$ cat src/preamp_consts.vh
// constants for the rgb overlay clamp control block
`ifndef PREAMP_CONSTS_VH
`define PREAMP_CONSTS_VH
// =====================================================
// serial bus
`define SLAVE_ADDR_WR 8'hdc
// =====================================================
// register indexes
`define REG_CONTRAST 8'h00
`define REG_BRIGHTNESS 8'h01
`define REG_DRIVE_FIRST 8'h02
`define REG_DRIVE_SECOND 8'h03
`define REG_DRIVE_THIRD 8'h04
`define REG_OVERLAY_AMP 8'h05
`define REG_CLAMP_CONFIG 8'h08
// =====================================================
// clamp config bit positions
`define CFG_SYNC_SEL 0
`define CFG_WIDTH_LO 1
`define CFG_WIDTH_HI 2
`define CFG_SEMI_EN 6
`define CFG_BLANK_POL 7
// =====================================================
// reset values
`define RST_CONTRAST 8'hb3
`define RST_BRIGHTNESS 8'h00
`define RST_DRIVE 8'hb3
`define RST_OVERLAY_AMP 8'h00
`define RST_CLAMP_CONFIG 8'h00
// =====================================================
// overlay amplitude: 0.36 v steps, 5.5 v ceiling (in 10 mv units)
`define OVERLAY_STEP_10MV 16'd36
`define OVERLAY_MAX_10MV 16'd550
`define OVERLAY_MAX_CODE 8'h0f
// =====================================================
// clamp gate widths in ns, per two-bit width code
`define CLK_PERIOD_NS 5
`define GATE_W0_NS 330
`define GATE_W1_NS 660
`define GATE_W2_NS 1000
`define GATE_W3_NS 1330
`define GATE_W0_CYC ((`GATE_W0_NS + `CLK_PERIOD_NS - 1) / `CLK_PERIOD_NS)
`define GATE_W1_CYC ((`GATE_W1_NS + `CLK_PERIOD_NS - 1) / `CLK_PERIOD_NS)
`define GATE_W2_CYC ((`GATE_W2_NS + `CLK_PERIOD_NS - 1) / `CLK_PERIOD_NS)
`define GATE_W3_CYC ((`GATE_W3_NS + `CLK_PERIOD_NS - 1) / `CLK_PERIOD_NS)
`endif

$ cat src/serial_write_slave.v
// write-only two-wire serial slave, pins sampled on the core clock
`timescale 1ns/100ps
`default_nettype none
`include "preamp_consts.vh"
module serial_write_slave (
  input wire clk_in,
  input wire rst_n_in,
  input wire scl_in,
  input wire sda_in,
  output reg sda_oe_n_out,
  output reg wr_stb_out,
  output reg [7:0] wr_addr_out,
  output reg [7:0] wr_data_out
);
  localparam ST_IDLE = 2'd0;
  localparam ST_ADDR = 2'd1;
  localparam ST_REG = 2'd2;
  localparam ST_DATA = 2'd3;
  // =====================================================
  // pin synchronisers
  reg scl_s1_reg, scl_s2_reg, scl_s3_reg;
  reg sda_s1_reg, sda_s2_reg, sda_s3_reg;
  always @(posedge clk_in) begin
    if (!rst_n_in) begin
      scl_s1_reg <= 1'b1;
      scl_s2_reg <= 1'b1;
      scl_s3_reg <= 1'b1;
      sda_s1_reg <= 1'b1;
      sda_s2_reg <= 1'b1;
      sda_s3_reg <= 1'b1;
    end else begin
      scl_s1_reg <= scl_in;
      scl_s2_reg <= scl_s1_reg;
      scl_s3_reg <= scl_s2_reg;
      sda_s1_reg <= sda_in;
      sda_s2_reg <= sda_s1_reg;
      sda_s3_reg <= sda_s2_reg;
    end
  end
  wire scl_rise = scl_s2_reg & ~scl_s3_reg;
  wire scl_fall = ~scl_s2_reg & scl_s3_reg;
  wire start_cond = scl_s2_reg & scl_s3_reg & ~sda_s2_reg & sda_s3_reg;
  wire stop_cond = scl_s2_reg & scl_s3_reg & sda_s2_reg & ~sda_s3_reg;
  // =====================================================
  // byte engine
  reg [1:0] state_reg;
  reg [3:0] bit_cnt_reg;
  reg [7:0] shift_reg;
  reg ack_pend_reg;
  always @(posedge clk_in) begin
    if (!rst_n_in) begin
      state_reg <= ST_IDLE;
      bit_cnt_reg <= 4'h0;
      shift_reg <= 8'h00;
      ack_pend_reg <= 1'b0;
      sda_oe_n_out <= 1'b1;
      wr_stb_out <= 1'b0;
      wr_addr_out <= 8'h00;
      wr_data_out <= 8'h00;
    end else begin
      wr_stb_out <= 1'b0;
      if (start_cond) begin
        state_reg <= ST_ADDR;
        bit_cnt_reg <= 4'h0;
        sda_oe_n_out <= 1'b1;
        ack_pend_reg <= 1'b0;
      end else if (stop_cond) begin
        state_reg <= ST_IDLE;
        sda_oe_n_out <= 1'b1;
      end else if (state_reg != ST_IDLE) begin
        if (scl_rise && bit_cnt_reg < 4'd8) begin
          shift_reg <= {shift_reg[6:0], sda_s2_reg}; // msb first
          bit_cnt_reg <= bit_cnt_reg + 4'd1;
        end else if (scl_fall && bit_cnt_reg == 4'd8) begin
          bit_cnt_reg <= 4'd9;
          case (state_reg)
            ST_ADDR: begin
              // only a write to our address is acknowledged
              if (shift_reg == `SLAVE_ADDR_WR) begin
                sda_oe_n_out <= 1'b0;
                ack_pend_reg <= 1'b1;
              end else begin
                state_reg <= ST_IDLE;
              end
            end
            ST_REG: begin
              wr_addr_out <= shift_reg;
              sda_oe_n_out <= 1'b0;
              ack_pend_reg <= 1'b1;
            end
            ST_DATA: begin
              wr_data_out <= shift_reg;
              wr_stb_out <= 1'b1;
              sda_oe_n_out <= 1'b0;
              ack_pend_reg <= 1'b1;
            end
            default: state_reg <= ST_IDLE;
          endcase
        end else if (scl_fall && bit_cnt_reg == 4'd9) begin
          sda_oe_n_out <= 1'b1;
          bit_cnt_reg <= 4'h0;
          if (ack_pend_reg) begin
            ack_pend_reg <= 1'b0;
            // sequence addr, reg, data; data bytes auto-step the index
            case (state_reg)
              ST_ADDR: state_reg <= ST_REG;
              ST_REG: state_reg <= ST_DATA;
              ST_DATA: wr_addr_out <= wr_addr_out + 8'h01;
              default: state_reg <= ST_IDLE;
            endcase
          end
        end
      end
    end
  end
endmodule
`default_nettype wire

$ cat src/clamp_gate_gen.v
// back-porch clamp gate pulse generator
`timescale 1ns/100ps
`default_nettype none
`include "preamp_consts.vh"
module clamp_gate_gen (
  input wire clk_in,
  input wire rst_n_in,
  input wire sync_sel_in,
  input wire [1:0] width_sel_in,
  input wire blank_act_in,
  input wire hsync_in,
  output reg gate_out
);
  function [8:0] width_cycles;
    input [1:0] sel;
    reg [31:0] cyc;
    begin
      case (sel)
        2'd0: cyc = `GATE_W0_CYC;
        2'd1: cyc = `GATE_W1_CYC;
        2'd2: cyc = `GATE_W2_CYC;
        default: cyc = `GATE_W3_CYC;
      endcase
      // widest code still fits nine bits
      width_cycles = cyc[8:0];
    end
  endfunction
  // =====================================================
  // sync polarity follows the majority level: idle is the long state
  reg blank_d_reg, hsync_d_reg;
  reg [9:0] hi_cnt_reg;
  reg sync_low_act_reg;
  reg [8:0] cnt_reg;
  wire blank_lead = blank_act_in & ~blank_d_reg;
  wire hsync_act = hsync_in ^ sync_low_act_reg;
  wire hsync_act_d = hsync_d_reg ^ sync_low_act_reg;
  wire hsync_second = ~hsync_act & hsync_act_d;
  wire trig = sync_sel_in ? blank_lead : hsync_second;
  always @(posedge clk_in) begin
    if (!rst_n_in) begin
      blank_d_reg <= 1'b0;
      hsync_d_reg <= 1'b0;
      hi_cnt_reg <= 10'h200;
      sync_low_act_reg <= 1'b0;
      cnt_reg <= 9'h000;
      gate_out <= 1'b0;
    end else begin
      blank_d_reg <= blank_act_in;
      hsync_d_reg <= hsync_in;
      // saturating up/down vote on the level seen
      if (hsync_in && hi_cnt_reg != 10'h3ff)
        hi_cnt_reg <= hi_cnt_reg + 10'h001;
      else if (!hsync_in && hi_cnt_reg != 10'h000)
        hi_cnt_reg <= hi_cnt_reg - 10'h001;
      sync_low_act_reg <= hi_cnt_reg[9];
      if (trig) begin
        // leading blank edge or trailing sync edge
        cnt_reg <= width_cycles(width_sel_in);
        gate_out <= 1'b1;
      end else if (cnt_reg > 9'h001) begin
        cnt_reg <= cnt_reg - 9'h001;
      end else begin
        cnt_reg <= 9'h000;
        gate_out <= 1'b0;
      end
    end
  end
endmodule
`default_nettype wire

$ cat src/rgb_overlay_clamp_control.v
// control core of the three-channel rgb preamplifier
`timescale 1ns/100ps
`default_nettype none
`include "preamp_consts.vh"
module rgb_overlay_clamp_control (
  input wire clk_in,
  input wire rst_n_in,
  input wire scl_in,
  input wire sda_in,
  output reg sda_oe_n_out,
  input wire fast_blank_input_in,
  input wire blanking_input_in,
  input wire hsync_in,
  input wire overlay_in_first_in,
  input wire overlay_in_second_in,
  input wire overlay_in_third_in,
  output reg clamp_gate_pulse_out,
  output reg picture_mute_out,
  output reg infra_black_out,
  output reg [1:0] channel_sel_first_out,
  output reg [1:0] channel_sel_second_out,
  output reg [1:0] channel_sel_third_out,
  output reg [7:0] contrast_gain_out,
  output reg [7:0] brightness_offset_out,
  output reg [7:0] drive_first_out,
  output reg [7:0] drive_second_out,
  output reg [7:0] drive_third_out,
  output reg [15:0] overlay_amp_10mv_out
);
  // channel selector codes
  localparam SEL_VIDEO = 2'd0;
  localparam SEL_BRIGHT = 2'd1;
  localparam SEL_OVERLAY = 2'd2;
  localparam SEL_SEMI = 2'd3;
  // =====================================================
  // serial bus
  wire bus_oe_n;
  wire wr_stb;
  wire [7:0] wr_addr;
  wire [7:0] wr_data;
  serial_write_slave bus_slave (
    .clk_in(clk_in),
    .rst_n_in(rst_n_in),
    .scl_in(scl_in),
    .sda_in(sda_in),
    .sda_oe_n_out(bus_oe_n),
    .wr_stb_out(wr_stb),
    .wr_addr_out(wr_addr),
    .wr_data_out(wr_data)
  );
  // =====================================================
  // control registers
  reg [7:0] contrast_reg;
  reg [7:0] brightness_reg;
  reg [7:0] drive_first_reg, drive_second_reg, drive_third_reg;
  reg [7:0] overlay_amp_reg;
  reg [7:0] clamp_config_register_reg;
  always @(posedge clk_in) begin
    if (!rst_n_in) begin
      contrast_reg <= `RST_CONTRAST;
      brightness_reg <= `RST_BRIGHTNESS;
      drive_first_reg <= `RST_DRIVE;
      drive_second_reg <= `RST_DRIVE;
      drive_third_reg <= `RST_DRIVE;
      overlay_amp_reg <= `RST_OVERLAY_AMP;
      clamp_config_register_reg <= `RST_CLAMP_CONFIG; // positive blanking
    end else if (wr_stb) begin
      // held until rewritten, no extra commit step
      case (wr_addr)
        `REG_CONTRAST: contrast_reg <= wr_data;
        `REG_BRIGHTNESS: brightness_reg <= wr_data;
        `REG_DRIVE_FIRST: drive_first_reg <= wr_data;
        `REG_DRIVE_SECOND: drive_second_reg <= wr_data;
        `REG_DRIVE_THIRD: drive_third_reg <= wr_data;
        `REG_OVERLAY_AMP: overlay_amp_reg <= wr_data;
        `REG_CLAMP_CONFIG: clamp_config_register_reg <= wr_data;
        default: contrast_reg <= contrast_reg;
      endcase
    end
  end
  wire clamp_sync_select_bit = clamp_config_register_reg[`CFG_SYNC_SEL];
  wire blank_polarity_bit = clamp_config_register_reg[`CFG_BLANK_POL];
  wire semi_transparent_enable_bit = clamp_config_register_reg[`CFG_SEMI_EN];
  wire [1:0] gate_width = clamp_config_register_reg[`CFG_WIDTH_HI:`CFG_WIDTH_LO];
  // =====================================================
  // pin synchronisers
  reg [1:0] fb_sync_reg, blk_sync_reg, hs_sync_reg;
  reg [1:0] ov1_sync_reg, ov2_sync_reg, ov3_sync_reg;
  always @(posedge clk_in) begin
    if (!rst_n_in) begin
      fb_sync_reg <= 2'b00;
      blk_sync_reg <= 2'b00;
      hs_sync_reg <= 2'b00;
      ov1_sync_reg <= 2'b00;
      ov2_sync_reg <= 2'b00;
      ov3_sync_reg <= 2'b00;
    end else begin
      fb_sync_reg <= {fb_sync_reg[0], fast_blank_input_in};
      blk_sync_reg <= {blk_sync_reg[0], blanking_input_in};
      hs_sync_reg <= {hs_sync_reg[0], hsync_in};
      ov1_sync_reg <= {ov1_sync_reg[0], overlay_in_first_in};
      ov2_sync_reg <= {ov2_sync_reg[0], overlay_in_second_in};
      ov3_sync_reg <= {ov3_sync_reg[0], overlay_in_third_in};
    end
  end
  wire blank_act = blk_sync_reg[1] ^ blank_polarity_bit;
  wire fast_blank = fb_sync_reg[1];
  // =====================================================
  // clamp gate
  wire gate;
  clamp_gate_gen gate_gen (
    .clk_in(clk_in),
    .rst_n_in(rst_n_in),
    .sync_sel_in(clamp_sync_select_bit),
    .width_sel_in(gate_width),
    .blank_act_in(blank_act),
    .hsync_in(hs_sync_reg[1]),
    .gate_out(gate)
  );
  // =====================================================
  // overlay switch
  function [1:0] chan_sel;
    input fb;
    input ov;
    input semi;
    begin
      if (!fb)
        chan_sel = SEL_VIDEO;
      else if (semi)
        chan_sel = SEL_SEMI;
      else if (ov)
        chan_sel = SEL_OVERLAY;
      else
        chan_sel = SEL_BRIGHT;
    end
  endfunction
  // semi-transparent only for the one colour 1,0,1
  wire semi_hit = semi_transparent_enable_bit & ov1_sync_reg[1] &
                  ~ov2_sync_reg[1] & ov3_sync_reg[1];
  // amplitude clipped: codes above the ceiling would overrun 5.5 v
  wire [7:0] amp_code = (overlay_amp_reg > `OVERLAY_MAX_CODE) ?
                        `OVERLAY_MAX_CODE : overlay_amp_reg;
  wire [15:0] amp_10mv = amp_code * `OVERLAY_STEP_10MV;
  // =====================================================
  // registered outputs
  always @(posedge clk_in) begin
    if (!rst_n_in) begin
      sda_oe_n_out <= 1'b1;
      clamp_gate_pulse_out <= 1'b0;
      picture_mute_out <= 1'b0;
      infra_black_out <= 1'b0;
      channel_sel_first_out <= SEL_VIDEO;
      channel_sel_second_out <= SEL_VIDEO;
      channel_sel_third_out <= SEL_VIDEO;
      contrast_gain_out <= `RST_CONTRAST;
      brightness_offset_out <= `RST_BRIGHTNESS;
      drive_first_out <= `RST_DRIVE;
      drive_second_out <= `RST_DRIVE;
      drive_third_out <= `RST_DRIVE;
      overlay_amp_10mv_out <= 16'h0000;
    end else begin
      sda_oe_n_out <= bus_oe_n;
      clamp_gate_pulse_out <= gate;
      // inputs to clamp reference while fast blank high, except in the semi-transparent colour
      picture_mute_out <= fast_blank & ~semi_hit;
      // infra-black during blanking, no brightness
      infra_black_out <= blank_act;
      brightness_offset_out <= blank_act ? 8'h00 : brightness_reg;
      channel_sel_first_out <= chan_sel(fast_blank, ov1_sync_reg[1], semi_hit);
      channel_sel_second_out <= chan_sel(fast_blank, ov2_sync_reg[1], semi_hit);
      channel_sel_third_out <= chan_sel(fast_blank, ov3_sync_reg[1], semi_hit);
      // half contrast in semi-transparent colour
      contrast_gain_out <= (fast_blank & semi_hit) ? {1'b0, contrast_reg[7:1]} : contrast_reg;
      drive_first_out <= drive_first_reg;
      drive_second_out <= drive_second_reg;
      drive_third_out <= drive_third_reg;
      overlay_amp_10mv_out <= (amp_10mv > `OVERLAY_MAX_10MV) ? `OVERLAY_MAX_10MV : amp_10mv;
    end
  end
endmodule
`default_nettype wire

$ cat config.mk
export PLATFORM = sky130hd
export DESIGN_NAME = rgb_overlay_clamp_control
export DESIGN_NICKNAME = d
export VERILOG_FILES = /design/src/serial_write_slave.v /design/src/clamp_gate_gen.v /design/src/rgb_overlay_clamp_control.v
export VERILOG_INCLUDE_DIRS = /design/src
export SDC_FILE = /design/constraint.sdc
export NUM_CORES = 1
export LEC_CHECK = 0
export BUFFER_PORTS_ARGS = -buffer_cell sky130_fd_sc_hd__buf_2
export CAP_MARGIN = 40
export CORE_ASPECT_RATIO = 0.75
export CORE_MARGIN = 2
export CORE_UTILIZATION = 53
export DETAILED_ROUTE_END_ITERATION = 8
export PLACE_DENSITY_LB_ADDON = 0.2
export SYNTH_ARGS = -nofsm -noshare
export SYNTH_HDL_FRONTEND = slang
export SYNTH_SLANG_ARGS = --single-unit
$ cat constraint.sdc
create_clock -name clk_in -period 3.2 [get_ports clk_in]
set_clock_uncertainty 0.15 [all_clocks]
set_input_delay 0.16 -clock clk_in [delete_from_list [all_inputs] [get_ports clk_in]]
set_output_delay 0.16 -clock clk_in [all_outputs]
set_load 0.005 [all_outputs]
Word-level counts from Yosys, hierarchy flattened:

Index checks and enable logic that the tools add are counted.

* register bits after elaboration: 195
* latch bits: 0
* memory bits (writable): 0
* bits in read-only memories: 0
* input port bits: 10
* word-level logic and storage cells: 198
* memories kept: 0

* add/subtract/negate cells: 5
* multipliers: 1
* div/mod/pow operators: 0
* $lt $le $gt $ge: 4
* equal/unequal tests: 26
* shifts and indexed selects: 0
* multiplexer cells: 44
* bitwise logic cells: 31
* reductions and logical operators: 40

Operator list (number)
* $mux W8: 7
* $mux W10: 3
* $pmux W9 S3: 1
* $mux W2: 10
* $mux W9: 2
* $eq A8 B2 Y1 const B: 2
* $eq A8 B3 Y1 const B: 2
* $reduce_and A2 Y1: 8
* $and A1 B1 Y1: 14
* $gt A14 B10 Y1 const B: 1
* $mux W1: 14
* $not A1 Y1: 14
* $reduce_and A7 Y1: 2
* $mul A8 B4 Y12 const B: 1
* $mux W4: 3
* $reduce_and A6 Y1: 2
* $add A10 B1 Y10 const B: 1
* $ne A10 B10 Y1 const B: 1
* $reduce_bool A10 Y1: 1
* $reduce_bool A2 Y1: 5
* $sub A10 B1 Y10 const B: 1
* $gt A9 B1 Y1 const B: 1
* $ne A3 B3 Y1 const B: 3
* $sub A9 B1 Y9 const B: 1
* other kinds (33): 51

Depth between registers and ports, before layout:

Gate-level depths: netlist of the first run.

* word-level depth: 9
* mapped depth: 11

By module:

Synthesis of the first run repeated with hierarchy kept, for this count alone.

* cells, all modules: 802
* area, all modules: 7541.0 µm²

By module, submodules not included
* rgb_overlay_clamp_control: instances 1, cells each 417, area each 4280.4 µm², seq. area each 2562.5 µm²
* serial_write_slave: instances 1, cells each 216, area each 1856.8 µm², seq. area each 780.7 µm²
* clamp_gate_gen: instances 1, cells each 169, area each 1403.8 µm², seq. area each 460.4 µm²

Least setup slack after synthesis of the first run:

Ideal clock, no wire load.

* path kind: register -> register
* start point: register gate_gen.hi_cnt_reg[0]
* end point: register gate_gen.hi_cnt_reg[7]
* setup time: 0.062 ns
* arrival time: 2.849 ns
* required time: 2.988 ns
* path slack: 0.139 ns
* cell stages (with the launch flop): 9
* path buffers: 0
* path through: dfxtp_1 nand4_1 o31ai_1 ha_1 a21o_1 a21oi_1 a21oi_1 or4_1 nand3_1

* word-level cells in the longest chain between the ends: 3
* elaborated cells between the ends (all ways): 9
* classes of those cells: add/sub: 2; eq/ne: 1; mux: 2; reduce/logical: 4

RTL lines
* start, declared: RTL line clamp_gate_gen.v:31 `reg [9:0] hi_cnt_reg;`
* start signal, assigned: RTL line clamp_gate_gen.v:52 `hi_cnt_reg <= hi_cnt_reg + 10'h001;`
* start signal, assigned: RTL line clamp_gate_gen.v:54 `hi_cnt_reg <= hi_cnt_reg - 10'h001;`
* $sub A10 B1 Y10 (tied with other cells): RTL line clamp_gate_gen.v:54
* $mux W10 (tied with other cells): RTL line clamp_gate_gen.v:53 `else if (!hsync_in && hi_cnt_reg != 10'h000)`
* $mux W10 / $reduce_bool A2 Y1 (equally long branches)

Parallel ways exist; a longest one is shown, timed or not. The select of a mux whose other input is x is not followed.
A chain may end at the register's enable or synchronous reset.

Worst setup path in the final report of the first run:

* start point: register overlay_amp_reg[4]
* end point: register overlay_amp_10mv_out[7]

* word-level cells in the longest chain between the ends: 5

RTL lines
* start, declared: RTL line rgb_overlay_clamp_control.v:56 `reg [7:0] overlay_amp_reg;`
* start signal, assigned: RTL line rgb_overlay_clamp_control.v:65 `` overlay_amp_reg <= `RST_OVERLAY_AMP; ``
* start signal, assigned: RTL line rgb_overlay_clamp_control.v:75 `` `REG_OVERLAY_AMP: overlay_amp_reg <= wr_data; ``
* $gt A8 B4 Y1 (no source line)
* $mux W8: RTL line rgb_overlay_clamp_control.v:141 `` wire [7:0] amp_code = (overlay_amp_reg > `OVERLAY_MAX_CODE) ? ``
* $mul A8 B4 Y12 (no source line)
* net amp_10mv[3]: RTL line rgb_overlay_clamp_control.v:143 `` wire [15:0] amp_10mv = amp_code * `OVERLAY_STEP_10MV; ``
* $gt A14 B10 Y1 (no source line)
* $reduce_or A2 Y1 (no source line)
* end signal, assigned: RTL line rgb_overlay_clamp_control.v:177 `` overlay_amp_10mv_out <= (amp_10mv > `OVERLAY_MAX_10MV) ? `OVERLAY_MAX_10MV : amp_10mv; ``
* end, declared: RTL line rgb_overlay_clamp_control.v:28 `output reg [15:0] overlay_amp_10mv_out`

The timed path passes the listed nets, and every way through them passes these cells.

==> results_dict.tcl, run 1 <==
set metrics [dict create \
    outcome "complete, no violations" \
    worstSetupStartpointType "flop" \
    register_area_um2 3780 \
    ys_ff_latch 189 \
    crit_fanout 7 \
    regToRegSetupSlack_ns 0.12 \
    synthXorXnorAreaFrac 0.0161 \
    hpwl_mm 11.1 \
    largest_register_ff_count 13 \
    synth_top_cell_by_area "dfxtp_1" \
    async_reset_ff_frac 0 \
    drv_cap 0 \
    hold_viol_final 0 \
    synth-compound-area-share 0.103 \
    max-vdd-ir-drop_v 0.000344 \
    crit_arrival_ns 3.29 \
    remaining_drc_errors 0 \
    synth_area_um2 7610 \
    synth_area_leaders "dfxtp_1 (50%), ha_1 (5.8%), nand3_1 (5.0%)" \
    critPathRequiredTime_ns 3.40 \
    area_growth_pct 15.0 \
    core_area_um2 13900 \
    min_path_type "reg -> reg" \
    tritoncts "yes" \
    combPwrFrac 0.155 \
    grt.overflow.total 0 \
    rsz0062_at_grt "false" \
    worst-setup-path-type "reg -> reg" \
    crit_path_end_kind "flop" \
    synth_cells 832 \
    grt_pass1_wl_mm 26.9 \
    viasPerCell 5.50 \
    htree_levels 4 \
    io_pins 76 \
    sequentialPowerShare 0.477 \
    synth_top_area_share 0.497 \
    nets 955 \
    port-buffer-count 72 \
    wl_per_cell_um 14.8 \
    grtUsageTotal 0.220 \
    hold_path_end "bus_slave.scl_s2_reg" \
    clockRootBuffer "clkbuf_16" \
    power_density_nw_per_um2 621 \
    place.gp.congestion 0.913 \
    num_vias 6029 \
    synth_edf_count 0 \
    wl_mm 16.3 \
    fillers 1122 \
    whs_ns 0.257 \
    holdPathStages 1 \
    cts.path.max_buffers 2 \
    synth_cell_type_count 64 \
    synth_top_family_by_area "simple AND/OR/NAND/NOR gates" \
    power_frac_clock 0.368 \
    grt_max_degree 59 \
    ant_nets 0 \
    synth_most_common_cell "dfxtp_1" \
    initial_utilization 0.548 \
    synthMuxAreaShare 0.0381 \
    reg2reg_depth 12 \
    grt_pass1_vias 5602 \
    p_leak_uw 0.00384 \
    post-route-min-period_ns 3.08 \
    r2r-end "overlay_amp_10mv_out[7]" \
    swShare 0.285 \
    r2r-start "overlay_amp_reg[4]" \
    dieHeight_um 108 \
    multi_input_area_um2 3590 \
    drv_slew 0 \
    ys_seq_area_frac 0.497 \
    antenna_found_initial 0 \
    tightestPinTransition_ns 0.736 \
    intPower_uw 3890 \
    cts_sinks 189 \
    hp-start "bus_slave.scl_s1_reg" \
    finalSetupTns_ns 0 \
    max_freq_ghz 0.324 \
    drtPass1Iterations 5 \
    synthAdderAreaFrac 0.0628 \
    yosys-top-cells-count "dfxtp_1 (189), nand2_1 (100), nand3_1 (76), nor2_1 (67), a21oi_1 (54)" \
    power_switching_uw 1550 \
    setup_viol 0 \
    synth_ff_type "dfxtp_1" \
    yosysWarningCount 0 \
    drive_gt1_frac 0.138 \
    clk_latency_ns 0.44 \
    avgSynthCellArea_um2 9.15 \
    period_share 0.963 \
    chipWidth_um 142 \
    diodes 0 \
    rows 37 \
    drt_iter0_markers 400 \
    synth-simple-area-share 0.246 \
    clkTransAtPathRegs_ns 0.07 \
    cts_made_buffers 17 \
    slew_headroom 0.505 \
    dieArea_um2 15300 \
]
[power by group through the flow]
stage,clock [uW],sequential [uW],combinational [uW]
floorplan,0,2610,662
global placement,0,2630,779
detailed placement,0,2640,815
CTS,2040,2590,827
global route,2140,2610,950
finish,2000,2590,844
[cells in the final DEF, fill, tap and decap left out, types with 23 or more instances in the layout]
master | Yosys | routed
nand2_1 | 100 | 100
mux2i_1 | 29 | 29
buf_2 | 6 | 72
inv_1 | 24 | 23
nand3_1 | 76 | 76
ha_1 | 35 | 35
a21oi_1 | 54 | 54
dfxtp_1 | 189 | 189
nor2_1 | 67 | 67
and2_1 | 24 | 24
nand2b_1 | 28 | 28
[kinds of logic after synthesis]
logic type / after synthesis
other: 1
muxes: 29
adders and majority gates: 37
xor gates and xnor gates: 14
and+or+nand+nor: 370
DFF: 189
AOI/OAI and AO/OA: 124
buffers and inverters: 68
[cell type report]
class,count,area share
Clock inverter,14,0.0136
Inverter,24,0.0103
Tap cell,175,0.0250
Sequential cell,189,0.432
Clock buffer,18,0.0501
Multi-Input combinational cell,587,0.410
Timing Repair Buffer,89,0.0586
[layer usage]
metal	part of all wire	routed length [um]	track usage
met4	0.015	249	0.0820
met1	0.47	7720	0.296
met5	0	0	0
met2	0.45	7350	0.343
met3	0.058	948	0.0574
[how the worst max path moves through the flow]
stage	cells past startpoint	end	start
after detailed placement	12	overlay_amp_10mv_out[7]	overlay_amp_reg[4]
after global routing	12	overlay_amp_10mv_out[7]	overlay_amp_reg[4]
after CTS	12	overlay_amp_10mv_out[7]	overlay_amp_reg[4]
final	12	overlay_amp_10mv_out[7]	overlay_amp_reg[4]
after floorplan	8	gate_gen.hi_cnt_reg[7]	gate_gen.hi_cnt_reg[0]
after global placement	12	overlay_amp_10mv_out[7]	overlay_amp_reg[4]
[worst max-delay path, stage by stage (launching register included)]
cell      delay, ns
dfxtp_1        0.31
nor4_1         0.36
buf_4          0.21
nand2b_1       0.07
ha_1           0.28
ha_1           0.21
inv_1          0.08
fa_1           0.20
xnor2_1        0.11
nor3b_1        0.24
o21ai_0        0.12
a21oi_1        0.41
nor3b_1        0.23
[what timing repair did]
action	CTS	global route
hold buffers	10	0
gates resized for setup	0	0
hold endpoints to repair	15	0
buffers inserted	0	0
[metrics by stage]
step / instances / setup WS [ns] / power (uW) / util / instance area [um^2]
floorplan: 844 / 0.139 / 3280 / - / 7660
global placement: 1054 / 0.368 / 3410 / 0.583 / 8100
detailed placement: 1054 / 0.207 / 3460 / 0.583 / 8100
CTS: 1096 / 0.203 / 5450 / 0.631 / 8760
global route: 1096 / 0.0234 / 5700 / 0.631 / 8760
finish: 1096 / 0.117 / 5440 / 0.631 / 8760
(Power assumes the default switching activity.)
==> run 2, diff against run 1 <==
- clock period: 3.2 -> 2.66 ns (I/O delays scaled with it)
==> results_dict.tcl, run 2 (synthesis results as in run 1) <==
set metrics [dict create \
    p_leak_uw 0.00396 \
    critical_path_depth 10 \
    stdcell_count 1112 \
    tritoncts "yes" \
    viasPerCell 5.48 \
    htree_levels 4 \
    outcome "complete, no violations" \
    clkTransAtPathRegs_ns 0.08 \
    final_cell_mix "dfxtp_1 (182), nand2_1 (100), nand3_1 (76)" \
    num_vias 6094 \
    hpwl_mm 11.4 \
    holdPathStages 1 \
    cts_sinks 189 \
    grt_pass1_wl_mm 28.2 \
    setup_slack_ns 0.0497 \
    ant_nets 0 \
    hold_path_end "bus_slave.sda_s2_reg" \
    cp_slowest_stage_delay_ns 0.34 \
    dieHeight_um 108 \
    path_buf_inv 1 \
    setup_viol 0 \
    initial_utilization 0.548 \
    finalPower_uw 6750 \
    drv_cap 0 \
    path_cells "nor4_4 > buf_4 > nand2b_4 > ha_4 > ha_1 > a21o_1 > a21o_1 > xor2_2 > a21oi_4 > a31oi_1" \
    drv_slew 0 \
    postLayoutCellArea_um2 9060 \
    power_density_nw_per_um2 746 \
    power_frac_clock 0.378 \
    clockRootBuffer "clkbuf_16" \
    antenna_found_initial 0 \
    dpl_worst_slack_ns -0.101 \
    crit_arrival_ns 2.75 \
    final_common_cell "dfxtp_1" \
    reg2reg_depth 10 \
    cts_made_buffers 17 \
    cpMostUsedCell "a21o_1" \
    place_area_um2 8240 \
    grtUsageTotal 0.229 \
    clk_latency_ns 0.43 \
    rows 37 \
    diodes 0 \
    crit_fanout 7 \
    hp-start "bus_slave.sda_s1_reg" \
    regToRegSetupSlack_ns 0.05 \
    drt_iter0_markers 493 \
    min_path_type "reg -> reg" \
    combPwrFrac 0.161 \
    critPathTopFamily "compound AO/OA/AOI/OAI gates" \
    crit_path_end_kind "flop" \
    dp.cells 1067 \
    swShare 0.295 \
    r2r-start "overlay_amp_reg[5]" \
    cts.path.max_buffers 2 \
    nets 971 \
    grt_pass1_vias 5838 \
    sequentialPowerShare 0.461 \
    max_freq_ghz 0.383 \
    tightestPinTransition_ns 0.621 \
    r2r-end "overlay_amp_10mv_out[2]" \
    period_share 0.981 \
    intPower_uw 4760 \
    remaining_drc_errors 0 \
    grt.overflow.total 0 \
    place.gp.congestion 0.851 \
    worstSetupStartpointType "flop" \
    fillers 1140 \
    post-route-min-period_ns 2.61 \
    grt_max_degree 103 \
    dieArea_um2 15300 \
    power_switching_uw 1990 \
    worst-setup-path-type "reg -> reg" \
    hold_viol_final 0 \
    drive_gt1_frac 0.177 \
    slowest_stage "dfxtp_2" \
    slew_headroom 0.581 \
    io_pins 76 \
    drtPass1Iterations 5 \
    wl_per_cell_um 15.4 \
    chipWidth_um 142 \
    port-buffer-count 72 \
    max-vdd-ir-drop_v 0.000426 \
    wl_mm 17.1 \
    critPathRequiredTime_ns 2.80 \
    core_area_um2 13900 \
    area_growth_pct 19.0 \
    largest_register_ff_count 13 \
]
## run 2: final cells by class
cell class,instances,area [um^2],share of cell area
timing repair buffer,105,643,0.0710
sequential,189,3790,0.419
inverter,24,90.1,0.00994
clock buffer,17,425,0.0470
multi-input combinational,587,3700,0.409
clock inverter,15,186,0.0206
tap,175,219,0.0242
## run 2: how the worst max path moves through the flow
stage,startpoint,to,slack [ns]
final,overlay_amp_reg[5],overlay_amp_10mv_out[2],0.05
after global routing,overlay_amp_reg[5],overlay_amp_10mv_out[3],-0.03
after CTS,overlay_amp_reg[7],overlay_amp_10mv_out[7],-0.007
after detailed placement,overlay_amp_reg[4],overlay_amp_10mv_out[6],-0.10
after global placement,overlay_amp_reg[4],overlay_amp_10mv_out[8],0.003
after floorplan,gate_gen.hi_cnt_reg[9],gate_gen.hi_cnt_reg[7],0.01
## run 2: repair_timing
item,CTS,global route
pin swaps,9,11
setup buffers,0,5
endpoints found under the setup margin,8,11
resized for setup,10,13
endpoints found under the hold margin,10,0
hold buffers,9,0
## run 2: per-layer routing
layer  global-route usage  wire, um  up-vias
met1                0.313      8170     2903
met3               0.0503       704       18
met4               0.0651       150        0
met5                    0         0        -
li1                     -         -     3040
met2                0.368      8090      133
## run 2: through the flow
stage          TNS [ns]  hold WS [ns]  utilization
2_1_floorplan         0        0.0845            -
3_3_place_gp          0         0.165        0.593
3_5_place_dp     -0.584         0.168        0.593
4_1_cts        -0.00650         0.248        0.646
5_1_grt          -0.131         0.252        0.652
6_report              0         0.258        0.652
## run 2: power groups by stage
stage / logic [uW] / registers [uW] / clock network (uW)
after CTS: 1050 / 3110 / 2600
final: 1090 / 3110 / 2550
after floorplan: 799 / 3150 / 0
after detailed placement: 1020 / 3170 / 0
after global routing: 1230 / 3140 / 2720
after global placement: 1000 / 3160 / 0
## run 2: worst reg2reg max path: cells and delay by family (launching register included)
kind	cells	cell delay, ns
xor gates and xnor gates	1	0.18
AOI/OAI and AO/OA	4	0.72
DFF	1	0.34
adders and majority gates	2	0.51
buffers and inverters	1	0.19
and+or+nand+nor	2	0.39
